File: src/hdl/ufc_defines.vh
// Purpose: constants for the enhanced feature control block
// Assumes: 8-bit register port, 4-bit word index
// Notes: register indices are local choices
`ifndef UFC_DEFINES_VH
`define UFC_DEFINES_VH
// ----------------------------------------
// Register indices
// ----------------------------------------
`define UFC_A_DIV_LOW 4'h0
`define UFC_A_DIV_HIGH 4'h1
`define UFC_A_FRAC 4'h2
`define UFC_A_IER 4'h3
`define UFC_A_ISR 4'h4
`define UFC_A_FCR 4'h5
`define UFC_A_LCR 4'h6
`define UFC_A_MCR 4'h7
`define UFC_A_SCRATCH 4'h8
`define UFC_A_FEAT 4'h9
`define UFC_A_ENH 4'ha
`define UFC_A_RES1 4'hb
`define UFC_A_RES2 4'hc
`define UFC_A_PAU1 4'hd
`define UFC_A_PAU2 4'he
`define UFC_A_STAT 4'hf
// ----------------------------------------
// Field positions and values
// ----------------------------------------
`define UFC_FR_SEL 7
`define UFC_FR_IND 6
`define UFC_FR_LOW 5:0
`define UFC_FT_IRINV 2
`define UFC_FT_485 3
`define UFC_FT_SWAP 6
`define UFC_FT_TXCNT 7
`define UFC_EF_SWTX 3:2
`define UFC_EF_SWRX 1:0
`define UFC_EF_ENH 4
`define UFC_EF_SPEC 5
`define UFC_EF_ARTS 6
`define UFC_EF_ACTS 7
`define UFC_EM_INV 3
`define UFC_MC_RTS 1
`define UFC_LCR_KEY 8'hbf
`define UFC_SCR_RST 8'hff
`define UFC_ZERO8 8'h00
`define UFC_ZERO6 6'h00
`define UFC_DIV_RST 8'h01
`define UFC_IER_ENH 8'hf0
`define UFC_ISR_ENH 8'h30
`define UFC_FCR_ENH 8'h38
`define UFC_MCR_ENH 8'he0
`define UFC_FRAC_W 6'h3f
`define UFC_RX_PAIR2 2'b01
`define UFC_RX_BOTH 2'b11
`endif

File: src/hdl/ufc_top.v
// Purpose: enhanced feature control of a 16550-style UART
// Assumes: one clock, synchronous active-low reset, FIFOs and shifter outside
// Notes: line pins pass two flops before use
//
// What this block does
// - Enable bit 0 shares one generator; 1 gives separate generators.
// - Select and enable route divisor writes to both, transmit or receive.
// - Select 1 with enable 0 discards divisor and fraction writes.
// - Scratchpad reads return level count when swapped or line control is 0xbf.
// - Level count shows receive FIFO when select 0, transmit when 1.
// - Inversion bit selects idle-low or idle-high infrared receive input.
// - Direction control off: transmit interrupt when holding register empties.
// - Direction control on: pin goes high one bit after last stop bit.
// - Direction control on: transmit interrupt waits for empty shifter.
// - Direction control on: pin returns low when a byte enters transmit FIFO.
// - Invert bit flips direction pin polarity.
// - Swap bit 0 plain scratchpad; 1 reads count, writes enhanced mode.
// - Flow control bits pick first, second or both pairs per direction.
// - Single transmit pair with both compare bits accepts either character.
// - Enhanced enable gates writes to enhanced fields; cleared means hold.
// - Enhanced fields read zero after reset.
// - Special detect compares with second pause char; match stored, flags.
// - Special detect with second pair: match dropped, pause and special flags.
// - Auto request flag at trigger, pin high at upper, low below lower.
// - Auto request acts only after host asserts pin low; else plain output.
// - Auto clear-to-send stops transmitter high, resumes low.
// - Character in flight finishes before halting.
`timescale 1ns/1ns
`include "ufc_defines.vh"
module ufc_top (
   input wire clk,
   input wire rst_b,
   input wire [3:0] addr,
   input wire [7:0] wdata,
   input wire wr_stb,
   input wire rd_stb,
   output reg [7:0] rdata,
   input wire [5:0] rx_level,
   input wire [5:0] tx_level,
   input wire tx_fifo_push,
   input wire thr_empty,
   input wire tsr_empty,
   input wire bit_tick,
   input wire char_start,
   input wire rx_char_valid,
   input wire [7:0] rx_char,
   input wire rx_at_trigger,
   input wire rx_above_upper,
   input wire rx_below_lower,
   input wire rx_pin,
   input wire cts_b_pin,
   output wire rx_data,
   output reg rts_b_pin,
   output wire tx_irq,
   output wire tx_start_ok,
   output wire rx_store,
   output reg rx_pause_hit,
   output reg rx_resume_hit,
   output reg special_hit,
   output reg rts_trigger_irq,
   output wire [1:0] tx_pair_mode,
   output wire [1:0] rx_pair_mode,
   output reg [7:0] tx_div_low,
   output reg [7:0] tx_div_high,
   output reg [5:0] tx_frac,
   output reg [7:0] rx_div_low,
   output reg [7:0] rx_div_high,
   output reg [5:0] rx_frac
);
   // ----------------------------------------
   // Register storage
   // ----------------------------------------
   reg [7:0] frac_reg;
   reg [7:0] ier_reg;
   reg [7:0] isr_reg;
   reg [7:0] fcr_reg;
   reg [7:0] lcr_reg;
   reg [7:0] mcr_reg;
   reg [7:0] scr_reg;
   reg [7:0] feat_reg;
   reg [7:0] enh_reg;
   reg [7:0] enhanced_mode_select_reg;
   reg [7:0] res1_reg;
   reg [7:0] res2_reg;
   reg [7:0] pau1_reg;
   reg [7:0] pau2_reg;
   reg [1:0] rx_sync_reg;
   reg [1:0] cts_sync_reg;
   reg dir_tx_reg;
   reg dir_wait_reg;
   reg pend_reg;
   reg cts_stop_reg;
   reg [1:0] rx_seq_reg;

   // ----------------------------------------
   // Decoded controls
   // ----------------------------------------
   // Every write is taken in its strobe cycle; no wait states
   wire wr_any = wr_stb;
   wire enh_on = enh_reg[`UFC_EF_ENH];
   wire auto485 = feat_reg[`UFC_FT_485];
   wire swap = feat_reg[`UFC_FT_SWAP];
   wire frac_sel = frac_reg[`UFC_FR_SEL];
   wire frac_ind = frac_reg[`UFC_FR_IND];
   wire [7:0] level_count = feat_reg[`UFC_FT_TXCNT] ? {2'b00, tx_level} :
      {2'b00, rx_level};
   // Divisor write routing from current select/enable bits
   // Select set with enable clear routes nowhere, so both generators keep
   // their divisors; the routing stays until the fraction byte changes
   wire route_tx = ~frac_sel;
   wire route_rx = (~frac_sel & ~frac_ind) | (frac_sel & frac_ind);
   wire w_div_low = wr_any & (addr == `UFC_A_DIV_LOW);
   wire w_div_high = wr_any & (addr == `UFC_A_DIV_HIGH);
   wire w_frac = wr_any & (addr == `UFC_A_FRAC) & enh_on;
   // Fraction byte's own select/enable decide its routing
   // Trade-off: new select bits steer their own fraction field in one write
   wire wf_sel = wdata[`UFC_FR_SEL];
   wire wf_ind = wdata[`UFC_FR_IND];
   wire wf_tx = ~wf_sel;
   wire wf_rx = (~wf_sel & ~wf_ind) | (wf_sel & wf_ind);
   // Guarded merge: only enhanced bits need the enable
   // Legacy bits always follow the write so old drivers keep working
   function [7:0] guard;
      input [7:0] old_v;
      input [7:0] new_v;
      input [7:0] mask;
      input en;
      begin
         guard = en ? new_v : ((new_v & ~mask) | (old_v & mask));
      end
   endfunction

   // ----------------------------------------
   // Register writes
   // ----------------------------------------
   // Enhanced fields clear on reset for legacy behaviour
   // Line control and feature bits are writable at any time
   always @(posedge clk) begin
      if (!rst_b) begin
         frac_reg <= `UFC_ZERO8;
         ier_reg <= `UFC_ZERO8;
         isr_reg <= `UFC_ZERO8;
         fcr_reg <= `UFC_ZERO8;
         lcr_reg <= `UFC_ZERO8;
         mcr_reg <= `UFC_ZERO8;
         scr_reg <= `UFC_SCR_RST;
         feat_reg <= `UFC_ZERO8;
         enh_reg <= `UFC_ZERO8;
         enhanced_mode_select_reg <= `UFC_ZERO8;
         res1_reg <= `UFC_ZERO8;
         res2_reg <= `UFC_ZERO8;
         pau1_reg <= `UFC_ZERO8;
         pau2_reg <= `UFC_ZERO8;
      end else if (wr_any) begin
         case (addr)
            `UFC_A_FRAC: if (enh_on) frac_reg <= wdata;
            `UFC_A_IER: ier_reg <= guard(ier_reg, wdata, `UFC_IER_ENH, enh_on);
            `UFC_A_ISR: isr_reg <= guard(isr_reg, wdata, `UFC_ISR_ENH, enh_on);
            `UFC_A_FCR: fcr_reg <= guard(fcr_reg, wdata, `UFC_FCR_ENH, enh_on);
            `UFC_A_LCR: lcr_reg <= wdata;
            `UFC_A_MCR: mcr_reg <= guard(mcr_reg, wdata, `UFC_MCR_ENH, enh_on);
            `UFC_A_SCRATCH: begin
               if (swap) begin
                  enhanced_mode_select_reg <= wdata;
               end else begin
                  scr_reg <= wdata;
               end
            end
            `UFC_A_FEAT: feat_reg <= wdata;
            `UFC_A_ENH: enh_reg <= wdata;
            `UFC_A_RES1: res1_reg <= wdata;
            `UFC_A_RES2: res2_reg <= wdata;
            `UFC_A_PAU1: pau1_reg <= wdata;
            `UFC_A_PAU2: pau2_reg <= wdata;
            default: ;
         endcase
      end
   end

   // ----------------------------------------
   // Baud generator divisors
   // ----------------------------------------
   // Divisors reset to low byte 0x01, high byte 0x00 with the rest
   // Limitation: rst_b also restores them, so software must reprogram
   always @(posedge clk) begin
      if (!rst_b) begin
         tx_div_low <= `UFC_DIV_RST;
         rx_div_low <= `UFC_DIV_RST;
         tx_div_high <= `UFC_ZERO8;
         rx_div_high <= `UFC_ZERO8;
         tx_frac <= `UFC_ZERO6;
         rx_frac <= `UFC_ZERO6;
      end else begin
         if (w_div_low & route_tx) tx_div_low <= wdata;
         if (w_div_low & route_rx) rx_div_low <= wdata;
         if (w_div_high & route_tx) tx_div_high <= wdata;
         if (w_div_high & route_rx) rx_div_high <= wdata;
         if (w_frac & wf_tx) tx_frac <= wdata[`UFC_FR_LOW] & `UFC_FRAC_W;
         if (w_frac & wf_rx) rx_frac <= wdata[`UFC_FR_LOW] & `UFC_FRAC_W;
      end
   end

   // ----------------------------------------
   // Read port
   // ----------------------------------------
   // Data one cycle after the strobe; unmapped returns zero
   // Divisor reads follow the select bit so either set can be read back
   always @(posedge clk) begin
      if (!rst_b) begin
         rdata <= `UFC_ZERO8;
      end else if (rd_stb) begin
         case (addr)
            `UFC_A_DIV_LOW: rdata <= frac_sel ? rx_div_low : tx_div_low;
            `UFC_A_DIV_HIGH: rdata <= frac_sel ? rx_div_high : tx_div_high;
            `UFC_A_FRAC: rdata <= frac_reg;
            `UFC_A_IER: rdata <= ier_reg;
            `UFC_A_ISR: rdata <= isr_reg;
            `UFC_A_FCR: rdata <= fcr_reg;
            `UFC_A_LCR: rdata <= lcr_reg;
            `UFC_A_MCR: rdata <= mcr_reg;
            `UFC_A_SCRATCH: rdata <= (swap | (lcr_reg == `UFC_LCR_KEY)) ?
               level_count : scr_reg;
            `UFC_A_FEAT: rdata <= feat_reg;
            `UFC_A_ENH: rdata <= enh_reg;
            `UFC_A_RES1: rdata <= res1_reg;
            `UFC_A_RES2: rdata <= res2_reg;
            `UFC_A_PAU1: rdata <= pau1_reg;
            `UFC_A_PAU2: rdata <= pau2_reg;
            `UFC_A_STAT: rdata <= {4'h0, cts_stop_reg, dir_tx_reg, rx_seq_reg};
            default: rdata <= `UFC_ZERO8;
         endcase
      end
   end

   // ----------------------------------------
   // Pin synchronisers
   // ----------------------------------------
   // Two flops per pin against metastability; only the second is read
   // Clear-to-send resets to its stop level, the safe side
   always @(posedge clk) begin
      if (!rst_b) begin
         rx_sync_reg <= 2'b00;
         cts_sync_reg <= 2'b11;
      end else begin
         rx_sync_reg <= {rx_sync_reg[0], rx_pin};
         cts_sync_reg <= {cts_sync_reg[0], cts_b_pin};
      end
   end
   assign rx_data = rx_sync_reg[1] ^ feat_reg[`UFC_FT_IRINV];

   // ----------------------------------------
   // Direction control and transmit interrupt
   // ----------------------------------------
   // dir_tx high means transmitting; waits one bit after shifter empties
   // First tick after drain arms the wait, the next drops the direction
   // A push wins over the drain so a new byte never loses the line
   always @(posedge clk) begin
      if (!rst_b) begin
         dir_tx_reg <= 1'b0;
         dir_wait_reg <= 1'b0;
      end else if (tx_fifo_push & auto485) begin
         dir_tx_reg <= 1'b1;
         dir_wait_reg <= 1'b0;
      end else if (dir_tx_reg & tsr_empty & thr_empty & bit_tick) begin
         if (dir_wait_reg) begin
            dir_tx_reg <= 1'b0;
            dir_wait_reg <= 1'b0;
         end else begin
            dir_wait_reg <= 1'b1;
         end
      end
   end
   assign tx_irq = auto485 ? (thr_empty & tsr_empty) : thr_empty;

   // ----------------------------------------
   // Request-to-send pin
   // ----------------------------------------
   // Pin level: 485 mode, auto request, or plain output (active low)
   // Auto request keeps its level between the two hysteresis marks
   wire dir_level = dir_tx_reg ^ ~enhanced_mode_select_reg[`UFC_EM_INV];
   wire host_rts = mcr_reg[`UFC_MC_RTS];
   always @(posedge clk) begin
      if (!rst_b) begin
         rts_b_pin <= 1'b1;
         pend_reg <= 1'b0;
      end else if (auto485) begin
         rts_b_pin <= dir_level;
      end else if (enh_reg[`UFC_EF_ARTS] & host_rts) begin
         if (rx_above_upper) begin
            rts_b_pin <= 1'b1;
         end else if (rx_below_lower) begin
            rts_b_pin <= 1'b0;
         end
      end else begin
         rts_b_pin <= ~host_rts;
      end
   end

   // ----------------------------------------
   // Flow-control interrupt
   // ----------------------------------------
   // Trigger interrupt flag lasts while at trigger
   // Level, not pulse: the interrupt logic outside decides when it clears
   always @(posedge clk) begin
      if (!rst_b) begin
         rts_trigger_irq <= 1'b0;
      end else begin
         rts_trigger_irq <= enh_reg[`UFC_EF_ARTS] & rx_at_trigger;
      end
   end

   // ----------------------------------------
   // Auto clear-to-send
   // ----------------------------------------
   // Halt gates only the start of a new character
   // The shifter outside always finishes its frame, so no mid-character cut
   always @(posedge clk) begin
      if (!rst_b) begin
         cts_stop_reg <= 1'b0;
      end else begin
         cts_stop_reg <= enh_reg[`UFC_EF_ACTS] & cts_sync_reg[1];
      end
   end
   assign tx_start_ok = ~cts_stop_reg;

   // ----------------------------------------
   // Software flow and special character detect
   // ----------------------------------------
   // Modes pass straight to the flow logic outside
   assign tx_pair_mode = enh_reg[`UFC_EF_SWTX];
   assign rx_pair_mode = enh_reg[`UFC_EF_SWRX];
   // Single transmit pair with both compare bits means either character counts
   wire [1:0] rxm = enh_reg[`UFC_EF_SWRX];
   wire single_tx = ^enh_reg[`UFC_EF_SWTX];
   wire either = (rxm == `UFC_RX_BOTH) & single_tx;
   wire seq = (rxm == `UFC_RX_BOTH) & ~single_tx;
   // Every received character is compared against all four flow characters
   wire m_r1 = rx_char == res1_reg;
   wire m_r2 = rx_char == res2_reg;
   wire m_p1 = rx_char == pau1_reg;
   wire m_p2 = rx_char == pau2_reg;
   wire spec_on = enh_reg[`UFC_EF_SPEC];
   // Second pause character is swallowed only in second-pair mode
   wire drop2 = spec_on & (rxm == `UFC_RX_PAIR2) & m_p2;
   assign rx_store = rx_char_valid & ~drop2;
   // rx_seq tracks first char of a two-char sequence: bit0 resume, bit1 pause
   // Hits are one-cycle pulses after the character; no sticky flags here
   always @(posedge clk) begin
      if (!rst_b) begin
         rx_pause_hit <= 1'b0;
         rx_resume_hit <= 1'b0;
         special_hit <= 1'b0;
         rx_seq_reg <= 2'b00;
      end else begin
         rx_pause_hit <= 1'b0;
         rx_resume_hit <= 1'b0;
         special_hit <= 1'b0;
         if (rx_char_valid) begin
            rx_seq_reg <= 2'b00;
            if (seq) begin
               rx_seq_reg <= {m_p1, m_r1};
               rx_pause_hit <= rx_seq_reg[1] & m_p2;
               rx_resume_hit <= rx_seq_reg[0] & m_r2;
            end else if (either) begin
               rx_pause_hit <= m_p1 | m_p2;
               rx_resume_hit <= m_r1 | m_r2;
            end else begin
               rx_pause_hit <= (rxm[1] & ~rxm[0] & m_p1) | (rxm == `UFC_RX_PAIR2 & m_p2);
               rx_resume_hit <= (rxm[1] & ~rxm[0] & m_r1) | (rxm == `UFC_RX_PAIR2 & m_r2);
            end
            special_hit <= spec_on & m_p2 & ier_reg[`UFC_EF_SPEC];
         end
      end
   end
endmodule
File: config.mk
export PLATFORM = sky130hd
export DESIGN_NAME = ufc_top
export DESIGN_NICKNAME = d
export VERILOG_FILES = /design/src/hdl/ufc_top.v
export VERILOG_INCLUDE_DIRS = /design/src /design/src/hdl
export SDC_FILE = /design/constraint.sdc
export NUM_CORES = 1
export LEC_CHECK = 0
export ABC_CLOCK_PERIOD_IN_PS = 1900
export BUFFER_PORTS_ARGS = -buffer_cell sky130_fd_sc_hd__buf_2
export CORE_MARGIN = 3
export CORE_UTILIZATION = 46
export DETAILED_ROUTE_END_ITERATION = 10
export PLACE_DENSITY = 0.67
export SLEW_MARGIN = 0
export SYNTH_ARGS = -nofsm -noshare
export SYNTH_HDL_FRONTEND = slang
export SYNTH_SLANG_ARGS = --single-unit
File: constraint.sdc
create_clock -name clk -period 1.9 [get_ports clk]
set_input_delay 0.38 -clock clk [delete_from_list [all_inputs] [get_ports clk]]
set_output_delay 0.38 -clock clk [all_outputs]
set_load 0.03 [all_outputs]
==> flow_metrics.env, run 1 <==
export IMPL_async_flop_share=0
export IMPL_final_cell_count_no_fill=1400
export IMPL_dr_pass1_iters=5
export IMPL_fp_dieH_um=143
export IMPL_numCtsBuffers=17
export IMPL_syn_inst=965
export IMPL_rows=49
export IMPL_worstSetupStartpointType="flop"
export IMPL_synth_seq_area_share=0.398
export IMPL_wirelength_mm=28.9
export IMPL_power_frac_seq=0.452
export IMPL_diodes=0
export IMPL_drcViolationCount=0
export IMPL_port_buffers=110
export IMPL_insertion_delay_ps=440
export IMPL_pin_count=112
export IMPL_seqCellArea_mm2=0.00345
export IMPL_post_synth_top_area_cell="dfxtp_1"
export IMPL_final_max_slew_viol_count=0
export IMPL_yosysMostFrequentCell="dfxtp_1"
export IMPL_dp_cells=1355
export IMPL_finalCritPeriodShare=1.12
export IMPL_cts_buffer_depth=2
export IMPL_drtIter0Drc=702
export IMPL_finalNetCount=1206
export IMPL_slew_headroom=0.566
export IMPL_antenna_found_initial=0
export IMPL_pwr_share_clk=0.438
export IMPL_fp_dieW_um=143
export IMPL_htreeDepth=4
export IMPL_worstPathRequired_ps=1520
export IMPL_start_util=0.474
export IMPL_synth_commonest_cells="171 x dfxtp_1, 115 x mux2i_1, 106 x nand2_1"
export IMPL_synth_top_area_frac=0.398
export IMPL_pre_cts_slack_ps=-339
export IMPL_grt_start_max_net_pins=57
export IMPL_ys_types=72
export IMPL_power_frac_comb=0.110
export IMPL_grt_pass1_wl_mm=43.6
export IMPL_cts_tree="built"
export IMPL_syn_area_mm2=0.00860
export IMPL_status="finished with violations"
export IMPL_synth_edf_count=0
export IMPL_final_min_clock_period_ps=2120
export IMPL_synth_nets=1012
export IMPL_slowest_delay_ps=370
export IMPL_tightest_slew_ps=651
export IMPL_clock_sinks=171
export IMPL_wl_per_cell_um=20.7
export IMPL_worstPathCellList="xnor2_2 -> nand4_1 -> nor2_2 -> nand2_2 -> o31a_1 -> buf_6"
export IMPL_cpLargestDelayFamily="simple AND/OR/NAND/NOR gates"
export IMPL_switching_share=0.265
export IMPL_yosysWarnings=0
export IMPL_endpoint_kind="output port"
export IMPL_drive_above_1_share=0.278
export IMPL_fill_cells=1609
export IMPL_hold_violations=0
export IMPL_track_usage=0.280
export IMPL_max_freq_mhz=471
export IMPL_p_leak_nw=4.45
export IMPL_intPower_w=0.00596
export IMPL_setup_violations=2
export IMPL_fp_coreArea_mm2=0.0181
export IMPL_p_sw_w=0.00215
export IMPL_dr_total_vias=7947
export IMPL_grt_overflow=0
export IMPL_die_area_mm2=0.0204
export IMPL_cp_slowest_cell="dfxtp_4"
export IMPL_cp_max_fo=3
export IMPL_area_growth_pct=27.8
export IMPL_grt_pass1_vias=7562
export IMPL_ys_seq_elements=171
export IMPL_skew_ps=17.9
export IMPL_multi_input_area_mm2=0.00483
export IMPL_synth_area_leaders="dfxtp_1 40%, mux2i_1 13%, nor2b_1 6.3%"
export IMPL_powerDensity_mw_per_mm2=738
export IMPL_finalWeightedCongestion=0.959
export IMPL_avgSynthCellArea_um2=8.91
export IMPL_crit_type="flop to output port"
export IMPL_cts_root_buffer_cell="clkbuf_16"
export IMPL_path_buf_inv=1
export IMPL_hp_class="primary input to flop"
export IMPL_fin_ws_ps=-221
export IMPL_maxCapViolations=0
export IMPL_rsz0062_at_grt="true"
export IMPL_vdd_ir_drop_worst_v=0.000619
export IMPL_dp_hpwl_mm=20.6
export IMPL_path_clk_slew_ps=70
export IMPL_hold_slack_ps=126
export IMPL_synth_ff_type="dfxtp_1"
export IMPL_violations="setup timing"
export IMPL_ant_nets=0
export IMPL_vias_per_cell=5.68
export IMPL_worstPathArrival_ps=1740
==> metrics by stage <==
stage	cell area, µm²	util	total power, W	setup TNS [ps]
detailed placement	10100	0.559	0.00461	-14900
CTS	10900	0.602	0.00812	-209
floorplan	8600	-	0.00421	0
finish	11000	0.606	0.00811	-437
global placement	10100	0.559	0.00460	-12860
global route	11000	0.606	0.00835	-596
==> power by group through the flow <==
stage,Combinational [W],Sequential (W),Clock (W)
2_1_floorplan,0.000445,0.00377,0
3_3_place_gp,0.000851,0.00375,0
3_5_place_dp,0.000857,0.00375,0
4_1_cts,0.000872,0.00366,0.00358
5_1_grt,0.000947,0.00367,0.00374
6_report,0.000892,0.00366,0.00355
==> layer usage <==
layer  global-route usage  up-vias  routed length, µm
met1                0.392     3821              13000
met4               0.0700        0                515
met2                0.448      308              13500
met5                    0        -                  0
li1                     -     3784                  -
met3               0.0502       34               1840
==> cells by family (layout without fill, tap and decap cells) <==
kind of cell,Yosys count,after routing,share of synthesized area
xor gates and xnor gates,38,38,0.0387
DFF,171,171,0.398
muxes,118,118,0.139
and+or+nand+nor,326,326,0.198
buffers and inverters,94,300,0.0515
AOI/OAI and AO/OA,218,218,0.175
==> final timing paths <==
kind | from | end | slack (ps) | cells past startpoint
worst max-delay path | pau2_reg[4]$_SDFFE_PN0P_ | rx_store | -220 | 6
worst min-delay path | cts_b_pin | cts_sync_reg[0]$_SDFF_PN1_ | 130 | 2
worst max register to register | pau2_reg[4]$_SDFFE_PN0P_ | special_hit$_SDFF_PN0_ | -220 | 15
worst min register to register | cts_sync_reg[0]$_SDFF_PN1_ | cts_sync_reg[1]$_SDFF_PN1_ | 410 | 1
==> final cells by class <==
| class | instances | share of cell area |
|---|---|---|
| well taps | 229 | 0.0261 |
| clock inverters | 14 | 0.0147 |
| repair buffers | 259 | 0.163 |
| clock buffers | 17 | 0.0387 |
| flip-flops and latches | 171 | 0.314 |
| multi-input cells | 700 | 0.440 |
| inverters | 10 | 0.00342 |
==> cell usage in the layout (no fill, tap or decap), types with 4 or more instances in the layout <==
cell type,n
a21boi_0,63
mux2i_1,115
nor2_1,25
xor2_1,18
buf_2,108
o211ai_1,4
o21ai_0,58
a21boi_1,4
a22oi_1,8
xnor2_1,13
nand2_1,105
a21oi_1,19
nand3_1,42
o2bb2ai_1,4
and2_1,8
clkinvlp_4,4
nor2b_1,87
a211oi_1,4
a31oi_1,4
clkbuf_16,17
buf_4,135
dfxtp_1,162
buf_6,9
a211o_1,5
dfxtp_4,6
a22o_1,4
nand4_1,10
o22ai_1,6
a221o_1,4
inv_1,8
buf_12,7
nor4_1,4
xnor2_2,7
nor2_2,5
nand2b_1,7
and3_1,6
==> what timing repair did <==
| action | 4_1_cts | 5_1_grt |
|---|---|---|
| gates cloned | 0 | 0 |
| gates resized for setup | 30 | 9 |
| hold buffers | 0 | 0 |
| pin swaps | 5 | 2 |
| setup endpoints to repair | 1 | 11 |
| setup buffers | 12 | 2 |
(Power assumes the default switching activity.)
==> run 2, diff against run 1 <==
- CORE_ASPECT_RATIO: default -> 0.6
==> run 2 against run 1 <==
  * The run still ends with setup timing left
  * Register-to-register slack improved by 260 ps
  * Die area is 0.26% higher
  * Utilization is 0.68 points lower
  * Clock-buffer cell count rose by 1
  * Flip-flop and latch count did not move
  * Global-route usage grew 1.7 points
  * Critical path depth rose by 1
  * Clock power is 5% lower
  * Final cell count is essentially flat
==> flow_metrics.env, run 2 (synthesis results as in run 1) <==
export IMPL_pwr_share_clk=0.424
export IMPL_maxCapViolations=0
export IMPL_p_sw_w=0.00221
export IMPL_layout_common_cells="162 x dfxtp_1, 127 x buf_4, 115 x mux2i_1"
export IMPL_hp_class="primary input to flop"
export IMPL_numCtsBuffers=17
export IMPL_rows=38
export IMPL_cp_max_fo=3
export IMPL_switching_share=0.278
export IMPL_endpoint_kind="output port"
export IMPL_placedInstanceArea_mm2=0.0102
export IMPL_grt_start_max_net_pins=94
export IMPL_pin_count=112
export IMPL_pre_cts_slack_ps=-314
export IMPL_area_growth_pct=26.8
export IMPL_violations="setup timing"
export IMPL_power_frac_comb=0.114
export IMPL_total_power_w=0.00795
export IMPL_max_freq_mhz=466
export IMPL_antenna_found_initial=0
export IMPL_drive_above_1_share=0.270
export IMPL_vdd_ir_drop_worst_v=0.000592
export IMPL_diodes=0
export IMPL_grt_pass1_vias=7669
export IMPL_p_leak_nw=4.40
export IMPL_cts_tree="built"
export IMPL_finalCritPeriodShare=1.13
export IMPL_start_util=0.472
export IMPL_hold_slack_ps=130
export IMPL_crit_type="flop to output port"
export IMPL_wirelength_mm=30.6
export IMPL_status="finished with violations"
export IMPL_power_frac_seq=0.461
export IMPL_dp_hpwl_mm=22.0
export IMPL_port_buffers=110
export IMPL_skew_ps=8.14
export IMPL_clock_sinks=171
export IMPL_track_usage=0.296
export IMPL_cts_hold_buf=0
export IMPL_path_clk_slew_ps=70
export IMPL_dr_total_vias=8057
export IMPL_drtIter0Drc=990
export IMPL_drcViolationCount=0
export IMPL_fp_dieH_um=112
export IMPL_intPower_w=0.00574
export IMPL_hold_violations=0
export IMPL_worstSetupStartpointType="flop"
export IMPL_fin_ws_ps=-248
export IMPL_totalNegativeSetupSlack_ps=-248
export IMPL_finalNetCount=1195
export IMPL_cts_buffer_depth=2
export IMPL_setup_violations=1
export IMPL_finalWeightedCongestion=0.974
export IMPL_final_max_slew_viol_count=0
export IMPL_ant_nets=0
export IMPL_mostFrequentLayoutCell="dfxtp_1"
export IMPL_insertion_delay_ps=440
export IMPL_powerDensity_mw_per_mm2=729
export IMPL_fp_coreArea_mm2=0.0182
export IMPL_die_area_mm2=0.0204
export IMPL_cts_root_buffer_cell="clkbuf_16"
export IMPL_wl_per_cell_um=21.8
export IMPL_worstPathArrival_ps=1770
export IMPL_slew_headroom=0.458
export IMPL_htreeDepth=4
export IMPL_worstPathRequired_ps=1520
export IMPL_design_area_mm2=0.0109
export IMPL_grt_pass1_wl_mm=46.3
export IMPL_final_min_clock_period_ps=2150
export IMPL_rsz0062_at_grt="true"
export IMPL_vias_per_cell=5.75
export IMPL_grt_overflow=0
export IMPL_dr_pass1_iters=6
export IMPL_fp_dieW_um=183
export IMPL_tightest_slew_ps=811
## run 2: cell types whose count changed in the layout (fill, tap and decap cells not counted), moves of 3 or more
cell | previous run | this run
buf_12 | 7 | 12
inv_6 | 3 | 6
dfxtp_2 | 3 | 6
buf_4 | 135 | 127
dfxtp_4 | 6 | 3
buf_6 | 9 | 1
## run 2: through the flow
stage               instances  utilization
global placement         1365        0.561
CTS                      1401        0.597
floorplan                 965            -
finish                   1401        0.599
global route             1401        0.599
detailed placement       1365        0.561
## run 2: final timing paths
check,start,cells after the start,to,slack (ps)
worst max-delay path,pau2_reg[2]$_SDFFE_PN0P_,7,rx_store,-250
worst min-delay path,cts_b_pin,2,cts_sync_reg[0]$_SDFF_PN1_,130
worst max register to register,lcr_reg[6]$_SDFFE_PN0P_,5,rdata[7]$_SDFFE_PN0P_,40
worst min register to register,cts_sync_reg[0]$_SDFF_PN1_,1,cts_sync_reg[1]$_SDFF_PN1_,410
## run 2: cell type report
class | count | area [µm²]
flip-flops and latches | 171 | 3440
clock inverters | 14 | 110
repair buffers | 248 | 1750
fillers | 1614 | 7300
well taps | 240 | 300
multi-input cells | 700 | 4830
inverters | 10 | 37.5
clock buffers | 18 | 439
## run 2: worst max-delay path: stages, from the launching register on
cell	delay, ps
dfxtp_2	340
xnor2_2	150
nand4_1	110
nor2_1	130
buf_4	150
nand2_2	50
o31a_1	250
buf_6	140
## run 2: power by group through the flow
stage               Clock [W]  Sequential, W  Combinational, W
finish                0.00338        0.00367          0.000909
global route          0.00355        0.00367          0.000959
CTS                   0.00342        0.00367          0.000885
detailed placement          0        0.00375          0.000869
global placement            0        0.00375          0.000864
floorplan                   0        0.00377          0.000445
## run 2: layer usage
metal,part of all wire,vias up,global-route usage
li1,-,3785,-
met1,0.48,3815,0.452
met2,0.40,429,0.413
met3,0.11,28,0.0875
met4,0.0087,0,0.0527
met5,0,-,0
## run 2: timing repair
item / 4_1_cts / 5_1_grt
pin swaps: 6 / 2
setup endpoints to repair: 3 / 4
setup buffers: 4 / 0
gates resized for setup: 22 / 5
